<file path="src/rtl/reporter_pkg.sv">
package reporter_pkg;
  // Report message layout
  localparam logic [7:0] REPORT_ID = 8'h87;
  localparam logic [1:0] IDX_ID = 2'h0;
  localparam logic [1:0] IDX_MACHINE = 2'h1;
  localparam logic [1:0] IDX_SUBSTATE = 2'h2;
  // Machine-state byte codes
  localparam logic [7:0] CODE_STOP_READY = 8'h00;
  localparam logic [7:0] CODE_STOP_UNREADY = 8'h01;
  localparam logic [7:0] CODE_SPIN_DOWN = 8'h02;
  localparam logic [7:0] CODE_SPIN_UP = 8'h03;
  localparam logic [7:0] CODE_RUN_OUTPUT = 8'h04;
  localparam logic [7:0] CODE_RUN_IDLE = 8'h05;
  // Task substate codes
  localparam logic [1:0] TASK_DONE = 2'h0;
  localparam logic [1:0] TASK_RUNNING = 2'h1;
  localparam logic [1:0] TASK_RESTARTABLE = 2'h2;
  localparam logic [1:0] TASK_INCOMPLETE = 2'h3;
  // Substate byte fields
  localparam int FAULT_BIT = 2;
  localparam int PROD_BIT = 3;
  localparam logic [3:0] SPARE_BITS = 4'h0;
  // Register port map
  localparam logic [1:0] ADDR_CTRL = 2'h0;
  localparam logic [1:0] ADDR_MACHINE = 2'h1;
  localparam logic [1:0] ADDR_SUBSTATE = 2'h2;
  localparam logic [1:0] ADDR_BANKS = 2'h3;
  localparam int CTRL_NONPROD_BIT = 0;
  localparam logic [7:0] CTRL_RESET = 8'h00;

  typedef enum logic [5:0] {
    ST_STOP_READY = 6'b000001,
    ST_STOP_UNREADY = 6'b000010,
    ST_SPIN_DOWN = 6'b000100,
    ST_SPIN_UP = 6'b001000,
    ST_RUN_OUTPUT = 6'b010000,
    ST_RUN_IDLE = 6'b100000
  } machine_t;

  typedef enum logic [1:0] {
    TX_IDLE = 2'b01,
    TX_BYTE = 2'b10
  } tx_t;
endpackage

</file>
<file path="src/rtl/engine_state_reporter.sv">
// Chosen here: the register addresses and the plain strobed port.
`timescale 1ns/1ps
// Summary of operation
// - Task state in substate bits 1:0
// - Report on query, change request, spontaneously
// - Only defined machine states are reported
// - Done after all banks, cycle down finished
// - Done after reset, abort all, last-job abort
// - Running while processing banks normally
// - End-of-job bank: restartable when spin-down begins
// - Down request keeps running, then incomplete
// - Restartable on end-of-job bank while printing
// - Restartable becomes done after spin-down completes with no banks pending
// - Early spin-down end makes task incomplete
// - Fault bit clear when no blocking fault
// - Fault bit set on blocking fault
// - Volunteer report at power-up, change, fault
module engine_state_reporter #(
  parameter int BANK_W = 4
) (
  // Clock and reset
  input wire logic ref_clk_i,
  input wire logic rstn_i,
  // Host commands, one-cycle pulses
  input wire logic next_batch_cmd_i,
  input wire logic state_change_cmd_i,
  input wire logic change_to_up_i,
  input wire logic state_query_cmd_i,
  input wire logic host_global_reset_cmd_i,
  input wire logic batch_abort_cmd_i,
  input wire logic abort_all_i,
  // Engine events
  input wire logic spin_up_done_i,
  input wire logic spin_down_done_i,
  input wire logic bank_done_i,
  input wire logic job_last_flag_i,
  input wire logic fault_present_i,
  // Report byte stream
  output logic msg_valid_o,
  output logic [7:0] msg_byte_o,
  output logic msg_last_o,
  input wire logic msg_ready_i,
  // Register port
  input wire logic [1:0] reg_addr_i,
  input wire logic [7:0] reg_wdata_i,
  input wire logic reg_wr_i,
  input wire logic reg_rd_i,
  output logic [7:0] reg_rdata_o
);

  reporter_pkg::machine_t ms_q;
  reporter_pkg::tx_t tx_q;
  logic [1:0] task_q;
  logic [BANK_W-1:0] pending_q;
  logic fault_q;
  logic [7:0] ctrl_q;
  logic rep_pend_q;
  logic [7:0] prev_mach_q;
  logic [7:0] prev_sub_q;
  logic [1:0] idx_q;
  logic [7:0] sh_mach_q;
  logic [7:0] sh_sub_q;

  logic nonprod;
  logic ok;
  logic stopped;
  logic cycled_up;
  logic up_req;
  logic down_req;
  logic fault_rise;
  logic start_up;
  logic eoj_down;
  logic go_down;
  logic down_done;
  logic kill;
  logic [7:0] cur_mach;
  logic [7:0] cur_sub;
  logic changed;
  logic tx_start;
  logic tx_step;

  function automatic logic [7:0] mach_code(input reporter_pkg::machine_t m);
    logic [7:0] c;
    c = reporter_pkg::CODE_STOP_READY;
    case (m)
      reporter_pkg::ST_STOP_READY: c = reporter_pkg::CODE_STOP_READY;
      reporter_pkg::ST_STOP_UNREADY: c = reporter_pkg::CODE_STOP_UNREADY;
      reporter_pkg::ST_SPIN_DOWN: c = reporter_pkg::CODE_SPIN_DOWN;
      reporter_pkg::ST_SPIN_UP: c = reporter_pkg::CODE_SPIN_UP;
      reporter_pkg::ST_RUN_OUTPUT: c = reporter_pkg::CODE_RUN_OUTPUT;
      reporter_pkg::ST_RUN_IDLE: c = reporter_pkg::CODE_RUN_IDLE;
      default: c = reporter_pkg::CODE_STOP_UNREADY;
    endcase
    return c;
  endfunction

  // A blocking fault always implies non-productive
  assign nonprod = ctrl_q[reporter_pkg::CTRL_NONPROD_BIT] | fault_q;
  assign ok = !nonprod && !fault_present_i;
  assign stopped = (ms_q == reporter_pkg::ST_STOP_READY) || (ms_q == reporter_pkg::ST_STOP_UNREADY);
  assign cycled_up = (ms_q == reporter_pkg::ST_RUN_OUTPUT) || (ms_q == reporter_pkg::ST_RUN_IDLE)
    || (ms_q == reporter_pkg::ST_SPIN_UP);
  assign up_req = state_change_cmd_i && change_to_up_i;
  assign down_req = state_change_cmd_i && !change_to_up_i;
  assign fault_rise = fault_present_i && !fault_q;
  assign kill = host_global_reset_cmd_i
    || (batch_abort_cmd_i && (abort_all_i || pending_q == BANK_W'(1)));
  assign start_up = ok && (up_req || next_batch_cmd_i) && (stopped
    || (ms_q == reporter_pkg::ST_SPIN_DOWN && task_q == reporter_pkg::TASK_RESTARTABLE));
  assign eoj_down = bank_done_i && job_last_flag_i && ms_q == reporter_pkg::ST_RUN_OUTPUT;
  assign go_down = eoj_down || (cycled_up && (down_req || fault_rise || host_global_reset_cmd_i));
  assign down_done = spin_down_done_i && ms_q == reporter_pkg::ST_SPIN_DOWN;

  // Reported machine state: one of the six defined codes
  always_ff @(posedge ref_clk_i or negedge rstn_i)
  begin
    if (!rstn_i)
      ms_q <= reporter_pkg::ST_STOP_READY;
    else if (start_up)
      ms_q <= reporter_pkg::ST_SPIN_UP;
    else if (go_down)
      ms_q <= reporter_pkg::ST_SPIN_DOWN;
    else if (spin_up_done_i && ms_q == reporter_pkg::ST_SPIN_UP)
      ms_q <= (pending_q != '0 && ok) ? reporter_pkg::ST_RUN_OUTPUT : reporter_pkg::ST_RUN_IDLE;
    else if (ms_q == reporter_pkg::ST_RUN_OUTPUT && !ok)
      ms_q <= reporter_pkg::ST_RUN_IDLE;
    else if (ms_q == reporter_pkg::ST_RUN_IDLE && ok && pending_q != '0)
      ms_q <= reporter_pkg::ST_RUN_OUTPUT;
    else if (down_done || stopped)
      ms_q <= (nonprod || fault_present_i) ? reporter_pkg::ST_STOP_UNREADY : reporter_pkg::ST_STOP_READY;
  end

  // Task substate transitions
  always_ff @(posedge ref_clk_i or negedge rstn_i)
  begin
    if (!rstn_i)
      task_q <= reporter_pkg::TASK_DONE;
    else if (kill)
      task_q <= reporter_pkg::TASK_DONE;
    else if (start_up)
      task_q <= reporter_pkg::TASK_RUNNING;
    else if (eoj_down)
      task_q <= reporter_pkg::TASK_RESTARTABLE;
    else if (down_done)
    begin
      if (task_q == reporter_pkg::TASK_RESTARTABLE && pending_q == '0)
        task_q <= reporter_pkg::TASK_DONE;
      else if (task_q != reporter_pkg::TASK_DONE)
        task_q <= reporter_pkg::TASK_INCOMPLETE;
    end
  end

  // Banks received but not yet processed
  always_ff @(posedge ref_clk_i or negedge rstn_i)
  begin
    if (!rstn_i)
      pending_q <= '0;
    else if (host_global_reset_cmd_i || (batch_abort_cmd_i && abort_all_i))
      pending_q <= '0;
    else if ((next_batch_cmd_i && !(&pending_q))
        && !((bank_done_i || batch_abort_cmd_i) && pending_q != '0))
      pending_q <= pending_q + BANK_W'(1);
    else if (!next_batch_cmd_i && (bank_done_i || batch_abort_cmd_i) && pending_q != '0)
      pending_q <= pending_q - BANK_W'(1);
  end

  // Fault level and control register
  always_ff @(posedge ref_clk_i or negedge rstn_i)
  begin
    if (!rstn_i)
      fault_q <= 1'b0;
    else
      fault_q <= fault_present_i;
  end

  always_ff @(posedge ref_clk_i or negedge rstn_i)
  begin
    if (!rstn_i)
      ctrl_q <= reporter_pkg::CTRL_RESET;
    else if (reg_wr_i && reg_addr_i == reporter_pkg::ADDR_CTRL)
      ctrl_q <= reg_wdata_i;
  end

  assign cur_mach = mach_code(ms_q);
  assign cur_sub = {reporter_pkg::SPARE_BITS, nonprod, fault_q, task_q};
  assign changed = (cur_mach != prev_mach_q) || (cur_sub != prev_sub_q);

  always_ff @(posedge ref_clk_i or negedge rstn_i)
  begin
    if (!rstn_i)
    begin
      prev_mach_q <= reporter_pkg::CODE_STOP_READY;
      prev_sub_q <= 8'h00;
    end
    else
    begin
      prev_mach_q <= cur_mach;
      prev_sub_q <= cur_sub;
    end
  end

  // Pending report; set wins over the clear at send start
  assign tx_start = (tx_q == reporter_pkg::TX_IDLE) && rep_pend_q;
  always_ff @(posedge ref_clk_i or negedge rstn_i)
  begin
    if (!rstn_i)
      rep_pend_q <= 1'b1;
    else if (state_query_cmd_i || state_change_cmd_i || changed)
      rep_pend_q <= 1'b1;
    else if (tx_start)
      rep_pend_q <= 1'b0;
  end

  // Three-byte report sender
  assign tx_step = msg_valid_o && msg_ready_i;
  always_ff @(posedge ref_clk_i or negedge rstn_i)
  begin
    if (!rstn_i)
    begin
      tx_q <= reporter_pkg::TX_IDLE;
      idx_q <= reporter_pkg::IDX_ID;
      sh_mach_q <= reporter_pkg::CODE_STOP_READY;
      sh_sub_q <= 8'h00;
      msg_valid_o <= 1'b0;
      msg_byte_o <= 8'h00;
      msg_last_o <= 1'b0;
    end
    else
    begin
      case (tx_q)
        reporter_pkg::TX_IDLE:
          if (rep_pend_q)
          begin
            tx_q <= reporter_pkg::TX_BYTE;
            idx_q <= reporter_pkg::IDX_ID;
            sh_mach_q <= cur_mach;
            sh_sub_q <= cur_sub;
            msg_valid_o <= 1'b1;
            msg_byte_o <= reporter_pkg::REPORT_ID;
            msg_last_o <= 1'b0;
          end
        reporter_pkg::TX_BYTE:
          if (tx_step)
          begin
            case (idx_q)
              reporter_pkg::IDX_ID:
              begin
                idx_q <= reporter_pkg::IDX_MACHINE;
                msg_byte_o <= sh_mach_q;
              end
              reporter_pkg::IDX_MACHINE:
              begin
                idx_q <= reporter_pkg::IDX_SUBSTATE;
                msg_byte_o <= sh_sub_q;
                msg_last_o <= 1'b1;
              end
              default:
              begin
                tx_q <= reporter_pkg::TX_IDLE;
                idx_q <= reporter_pkg::IDX_ID;
                msg_valid_o <= 1'b0;
                msg_byte_o <= 8'h00;
                msg_last_o <= 1'b0;
              end
            endcase
          end
        default:
          tx_q <= reporter_pkg::TX_IDLE;
      endcase
    end
  end

  // Register read, data valid the cycle after the strobe
  always_ff @(posedge ref_clk_i or negedge rstn_i)
  begin
    if (!rstn_i)
      reg_rdata_o <= 8'h00;
    else if (reg_rd_i)
    begin
      case (reg_addr_i)
        reporter_pkg::ADDR_CTRL: reg_rdata_o <= ctrl_q;
        reporter_pkg::ADDR_MACHINE: reg_rdata_o <= cur_mach;
        reporter_pkg::ADDR_SUBSTATE: reg_rdata_o <= cur_sub;
        default: reg_rdata_o <= 8'(pending_q);
      endcase
    end
    else
      reg_rdata_o <= 8'h00;
  end
endmodule

</file>
<file path="config.mk">
export PLATFORM = sky130hd
export DESIGN_NAME = engine_state_reporter
export DESIGN_NICKNAME = d
export VERILOG_FILES = /design/src/rtl/reporter_pkg.sv /design/src/rtl/engine_state_reporter.sv
export SDC_FILE = /design/constraint.sdc
export NUM_CORES = 1
export LEC_CHECK = 0
export ABC_AREA = 1
export BUFFER_PORTS_ARGS = -buffer_cell sky130_fd_sc_hd__buf_4
export CORE_MARGIN = 2
export CORE_UTILIZATION = 58
export CTS_BUF_LIST = sky130_fd_sc_hd__clkbuf_2 sky130_fd_sc_hd__clkbuf_4 sky130_fd_sc_hd__clkbuf_8
export CTS_CLUSTER_SIZE = 10
export DETAILED_ROUTE_END_ITERATION = 10
export PLACE_DENSITY_LB_ADDON = 0.12
export SKIP_LAST_GASP = 1
export SYNTH_ARGS = -nofsm -noshare
export SYNTH_HDL_FRONTEND = slang
export SYNTH_SLANG_ARGS = --single-unit
</file>
<file path="constraint.sdc">
create_clock -name ref_clk_i -period 1.8 [get_ports ref_clk_i]
set_input_delay 0.18 -clock ref_clk_i [delete_from_list [all_inputs] [get_ports ref_clk_i]]
set_output_delay 0.18 -clock ref_clk_i [all_outputs]
set_load 0.02 [all_outputs]
</file>
### Word level (Yosys, flattened, before mapping)

Cells that the tools add are included.
Widths: inputs -> output; s select.

| cells by class | value |
|---|---|
| add/sub/neg operators | 2 |
| reduce and logical (&&, ||, !) cells | 71 |
| muxes and demuxes | 42 |
| bitwise logic cells | 1 |
| equal/unequal tests | 19 |

Operators by type and width:

| kind | count |
|---|---|
| $mux 6 | 7 |
| $pmux 8 s2 | 2 |
| $logic_and 1x1->1 | 27 |
| $mux 2 | 12 |
| $mux 8 | 3 |
| $pmux 8 s3 | 1 |
| $logic_or 1x1->1 | 17 |
| $pmux 3 s5 | 1 |
| $mux 4 | 3 |
| $pmux 2 s2 | 3 |
| $reduce_and 4->1 | 3 |
| $logic_not 1->1 | 8 |
| $ne 2x2->1 const B | 4 |
| $ne 8x8->1 | 1 |
| $reduce_bool 4->1 | 2 |
| $mux 1 | 7 |
| $eq 2x1->1 const B | 3 |
| $eq 2x2->1 const B | 3 |
| $eq 6x1->1 const B | 1 |
| $eq 6x2->1 const B | 1 |
| $eq 6x3->1 const B | 1 |
| $eq 6x4->1 const B | 1 |
| $eq 6x5->1 const B | 1 |
| $eq 6x6->1 const B | 1 |
| 15 further kinds | 22 |

| storage, ports and cells | value |
|---|---|
| logic and storage cells | 151 |
| register bits after elaboration | 68 |
| input bits | 27 |
| output and inout bits | 18 |

### Depth between registers and ports, before layout

| depth | value |
|---|---|
| depth in word-level cells | 10 |
| mapped depth | 10 |
| depth with buffers taken out | 10 |

### Worst setup path before layout

No wires, ideal clock.

| timing path | value |
|---|---|
| path type | register to register |
| start | reg pending_q[0] |
| end | reg ms_q[2] |
| setup slack | 0.389 ns |
| stages on the path, launching flop included | 11 |
| library setup time | 0.118 ns |
| buffers on the path | 0 |
| data arrival time | 1.293 ns |
| required time | 1.682 ns |
| clock period less this slack | 1.411 ns |
| cell sequence | dfrtp_1 -> inv_1 -> ha_1 -> nand2_1 -> inv_1 -> nor2_1 -> nand2_1 -> nand3_2 -> inv_1 -> nand4_1 -> nand2_1 |

| between the ends | value |
|---|---|
| longest elaborated chain between the ends | 7 |
| elaborated cells between the ends (all ways) | 8 |
| those cells by class | mux: 5; reduce/logical: 3 |

RTL lines:

| what | line | RTL |
|---|---|---|
| start, declared | engine_state_reporter.sv:54 | `logic [BANK_W-1:0] pending_q;` |
| start signal, assigned | engine_state_reporter.sv:162 | `pending_q <= pending_q + BANK_W'(1);` |
| start signal, assigned | engine_state_reporter.sv:164 | `pending_q <= pending_q - BANK_W'(1);` |
| $reduce_bool 4->1 * | engine_state_reporter.sv:127 | `else if (ms_q == reporter_pkg::ST_RUN_IDLE && ok && pending_q != '0)` |
| $logic_and 1x1->1 * | engine_state_reporter.sv:127 |  |
| $mux 6 | engine_state_reporter.sv:127 |  |
| $mux 6 | engine_state_reporter.sv:125 | `else if (ms_q == reporter_pkg::ST_RUN_OUTPUT && !ok)` |
| $mux 6 | engine_state_reporter.sv:123 | `else if (spin_up_done_i && ms_q == reporter_pkg::ST_SPIN_UP)` |
| $mux 6 | engine_state_reporter.sv:121 | `else if (go_down)` |
| $mux 6 | engine_state_reporter.sv:119 | `else if (start_up)` |
| end signal, assigned | engine_state_reporter.sv:120 | `ms_q <= reporter_pkg::ST_SPIN_UP;` |
| end signal, assigned | engine_state_reporter.sv:122 | `ms_q <= reporter_pkg::ST_SPIN_DOWN;` |
| end signal, assigned | engine_state_reporter.sv:124 | `ms_q <= (pending_q != '0 && ok) ? reporter_pkg::ST_RUN_OUTPUT : reporter_pkg::ST_RUN_IDLE;` |
| end, declared | engine_state_reporter.sv:51 | `reporter_pkg::machine_t ms_q;` |

Every way passes the cells marked *; elsewhere a longest branch is shown, timed or not.
A chain may end at the register's enable or synchronous reset.

### Worst setup path after layout

Ends and elaborated chain as after synthesis.

==> metrics.yaml <==
syn_to_final_growth_pct: 17.68
hold_ws_ns: 0.09703
rows: 24
gp_congestion: 0.8652
yosysWarnings: 0
final_nets: 394
wl_per_cell_um: 12.83
irDropWorstVdd_mv: 0.7625
syn_inst: 316
finalHoldViolations: 0
slowest_delay_ns: 0.41
post_cts_resize_count: 0
grt_pass1_wl_um: 9466
htree_num_levels: 2
ys_seq_area_frac: 0.5145
cp_max_fo: 5
relSlewSlack: 0.5542
pin_count: 45
layout_commonest_cell: "nand2_1"
cts_buffer_depth: 2
synth_edf_count: 0
diodes: 0
slew_viol_final: 0
drtPass1Iterations: 4
postRouteAntennaNets: 0
period_share: 0.9042
leakage_nw: 1.603
drv_cap: 0
numCtsBuffers: 5
arrival_ns: 1.84
cp-start-kind: "flip-flop"
layout_common_cells: "60 x nand2_1, 52 x dfrtp_1, 48 x inv_1, 44 x buf_4, 31 x nor2_1"
status: "completed"
synth_ff_type: "dfrtp_1"
ys_async_sr_fraction: 1.000
cts-root-buf: "clkbuf_8"
ys_ff_latch: 55
crit_type: "flip-flop to flip-flop"
dp.final_hpwl_um: 3935
grt_overflow: 0
cts.sinks: 55
track_usage: 0.2339
vias: 2146
power-per-cell-area_mw_per_mm2: 1321
wl_um: 5351
syn-cell-area_mm2: 0.002683
fp.dieArea_mm2: 0.005185
grt_max_degree: 56
vias_per_cell: 5.146
drtIter0Drc: 89
drcViolationCount: 0
io_buffers: 41
syn_area_per_cell_um2: 8.489
min_from: "reg_wdata_i[1]"
crit_path_cell_trace: "inv_1, ha_1, nand2_1, inv_1, nor2_1, nand2_1, nand3_2, inv_1, nand4_1, nand2_1"
skew_ns: 0.005882
slowest_stage: "dfrtp_1"
grt_pass1_vias: 2137
clk_latency_ns: 0.31
crit_path_end_kind: "flip-flop"
place_inst: 405
post-route-min-period_ns: 1.627
fmax_ghz: 0.6144
tightest_slew_ns: 0.6687
die_h_um: 72.01
final_cells: 417
start_util: 0.6077
clkTransAtPathRegs_ns: 0.10
hold_path.class: "input pin to flip-flop"
die_w_um: 72.01
setup.worst_path.start: "pending_q[0]"
setup_viol: 0
core-area_mm2: 0.004414
cp_data_required_time_ns: 2.01
ys_types: 36
final_layout_size_suffix_gt1_frac: 0.2055
r2r_start: "pending_q[0]"
nFillCells: 371
cts_tree: "built"
antenna_found_initial: 0
-- flip-flops by register name, indices dropped and copies added, names as in the netlist --
register     cells
ctrl_q           8
fault_q          1
idx_q            2
ms_q             6
msg_byte_o       5
msg_last_o       1
msg_valid_o      1
pending_q        4
prev_mach_q      3
prev_sub_q       4
reg_rdata_o      8
rep_pend_q       1
sh_mach_q        3
sh_sub_q         4
task_q           2
tx_q             2
-- layer usage --
metal	share of wire	global-route usage	wire length, µm
met5	0	0	0
met2	0.48	0.3940	2552
met1	0.47	0.3081	2524
met3	0.038	0.05139	206
met4	0.013	0.06499	68
-- logic make-up (layout without fill, tap and decap cells) --
kind of cell               count (synthesis)  in the layout  synth area share
AOI/OAI and AO/OA                         56             56            0.1180
xor gates and xnor gates                   7              7           0.02285
DFF                                       55             55            0.5145
buffers and inverters                     55            102           0.08255
and+or+nand+nor                          135            135            0.2299
adders and majority gates                  3              3           0.01399
muxes                                      4              4           0.01679
other                                      1              3          0.001398
-- critical path: cells and delay by family, from the launching register on --
kind | cells | cell delay [ns]
adders and majority gates | 1 | 0.24
buffers and inverters | 3 | 0.28
DFF | 1 | 0.41
and+or+nand+nor | 6 | 0.60
-- report_power, final --
part	total [W]	switching (W)	internal, W
sequential	0.00184	0.000264	0.00157
combinational	0.00164	0.00103	0.000605
clock	0.000697	0.000416	0.000281
total	0.00417	0.00171	0.00246
-- final cells by class --
type | count | area, µm² | area share
timing repair buffer | 46 | 350.3 | 0.1110
multi-input combinational | 208 | 1089 | 0.3448
tap | 52 | 65.06 | 0.02061
inverter | 48 | 180.2 | 0.05707
clock buffer | 5 | 68.82 | 0.02180
clock inverter | 3 | 23.77 | 0.007531
sequential | 55 | 1380 | 0.4372
-- Yosys cell counts (4+ instances only) --
library cell	n	area share
nand3_1	16	0.030
a21oi_1	21	0.039
o21ai_0	21	0.039
inv_1	48	0.067
nor2_1	31	0.043
dfrtp_1	52	0.49
mux2_2	4	0.017
xnor2_1	4	0.013
nor2_2	7	0.016
nand4_1	12	0.028
nand2_1	60	0.084
-- final timing paths --
path / to / slack [ns] / cells after the start
min: ctrl_q[1] / 0.1 / 2
min reg2reg: prev_sub_q[0] / 0.47 / 0
min in group asynchronous: ms_q[2] / 0.43 / 2
max reg2reg: ms_q[2] / 0.17 / 10
max in group asynchronous: pending_q[1] / 0.92 / 2
max: ms_q[2] / 0.17 / 10
-- repair_timing --
action | 4_1_cts | 5_1_grt
endpoints found under the hold margin | 53 | 0
buffers inserted | 0 | 2
endpoints found under the setup margin | 0 | 6
hold buffers | 2 | 0
-- stage by stage --
stage	setup WS, ns	util	total power, W	TNS (ns)	area [µm²]
2_1_floorplan	0.3889	-	0.002982	0	2690
3_3_place_gp	0.2474	0.6862	0.003447	0	3029
3_5_place_dp	0.1908	0.6862	0.003468	0	3029
4_1_cts	0.1605	0.7117	0.004176	0	3142
5_1_grt	-0.02157	0.7151	0.004538	-0.04710	3157
6_report	0.1725	0.7151	0.004170	0	3157
No activity file was read; power rests on OpenSTA's default activity.
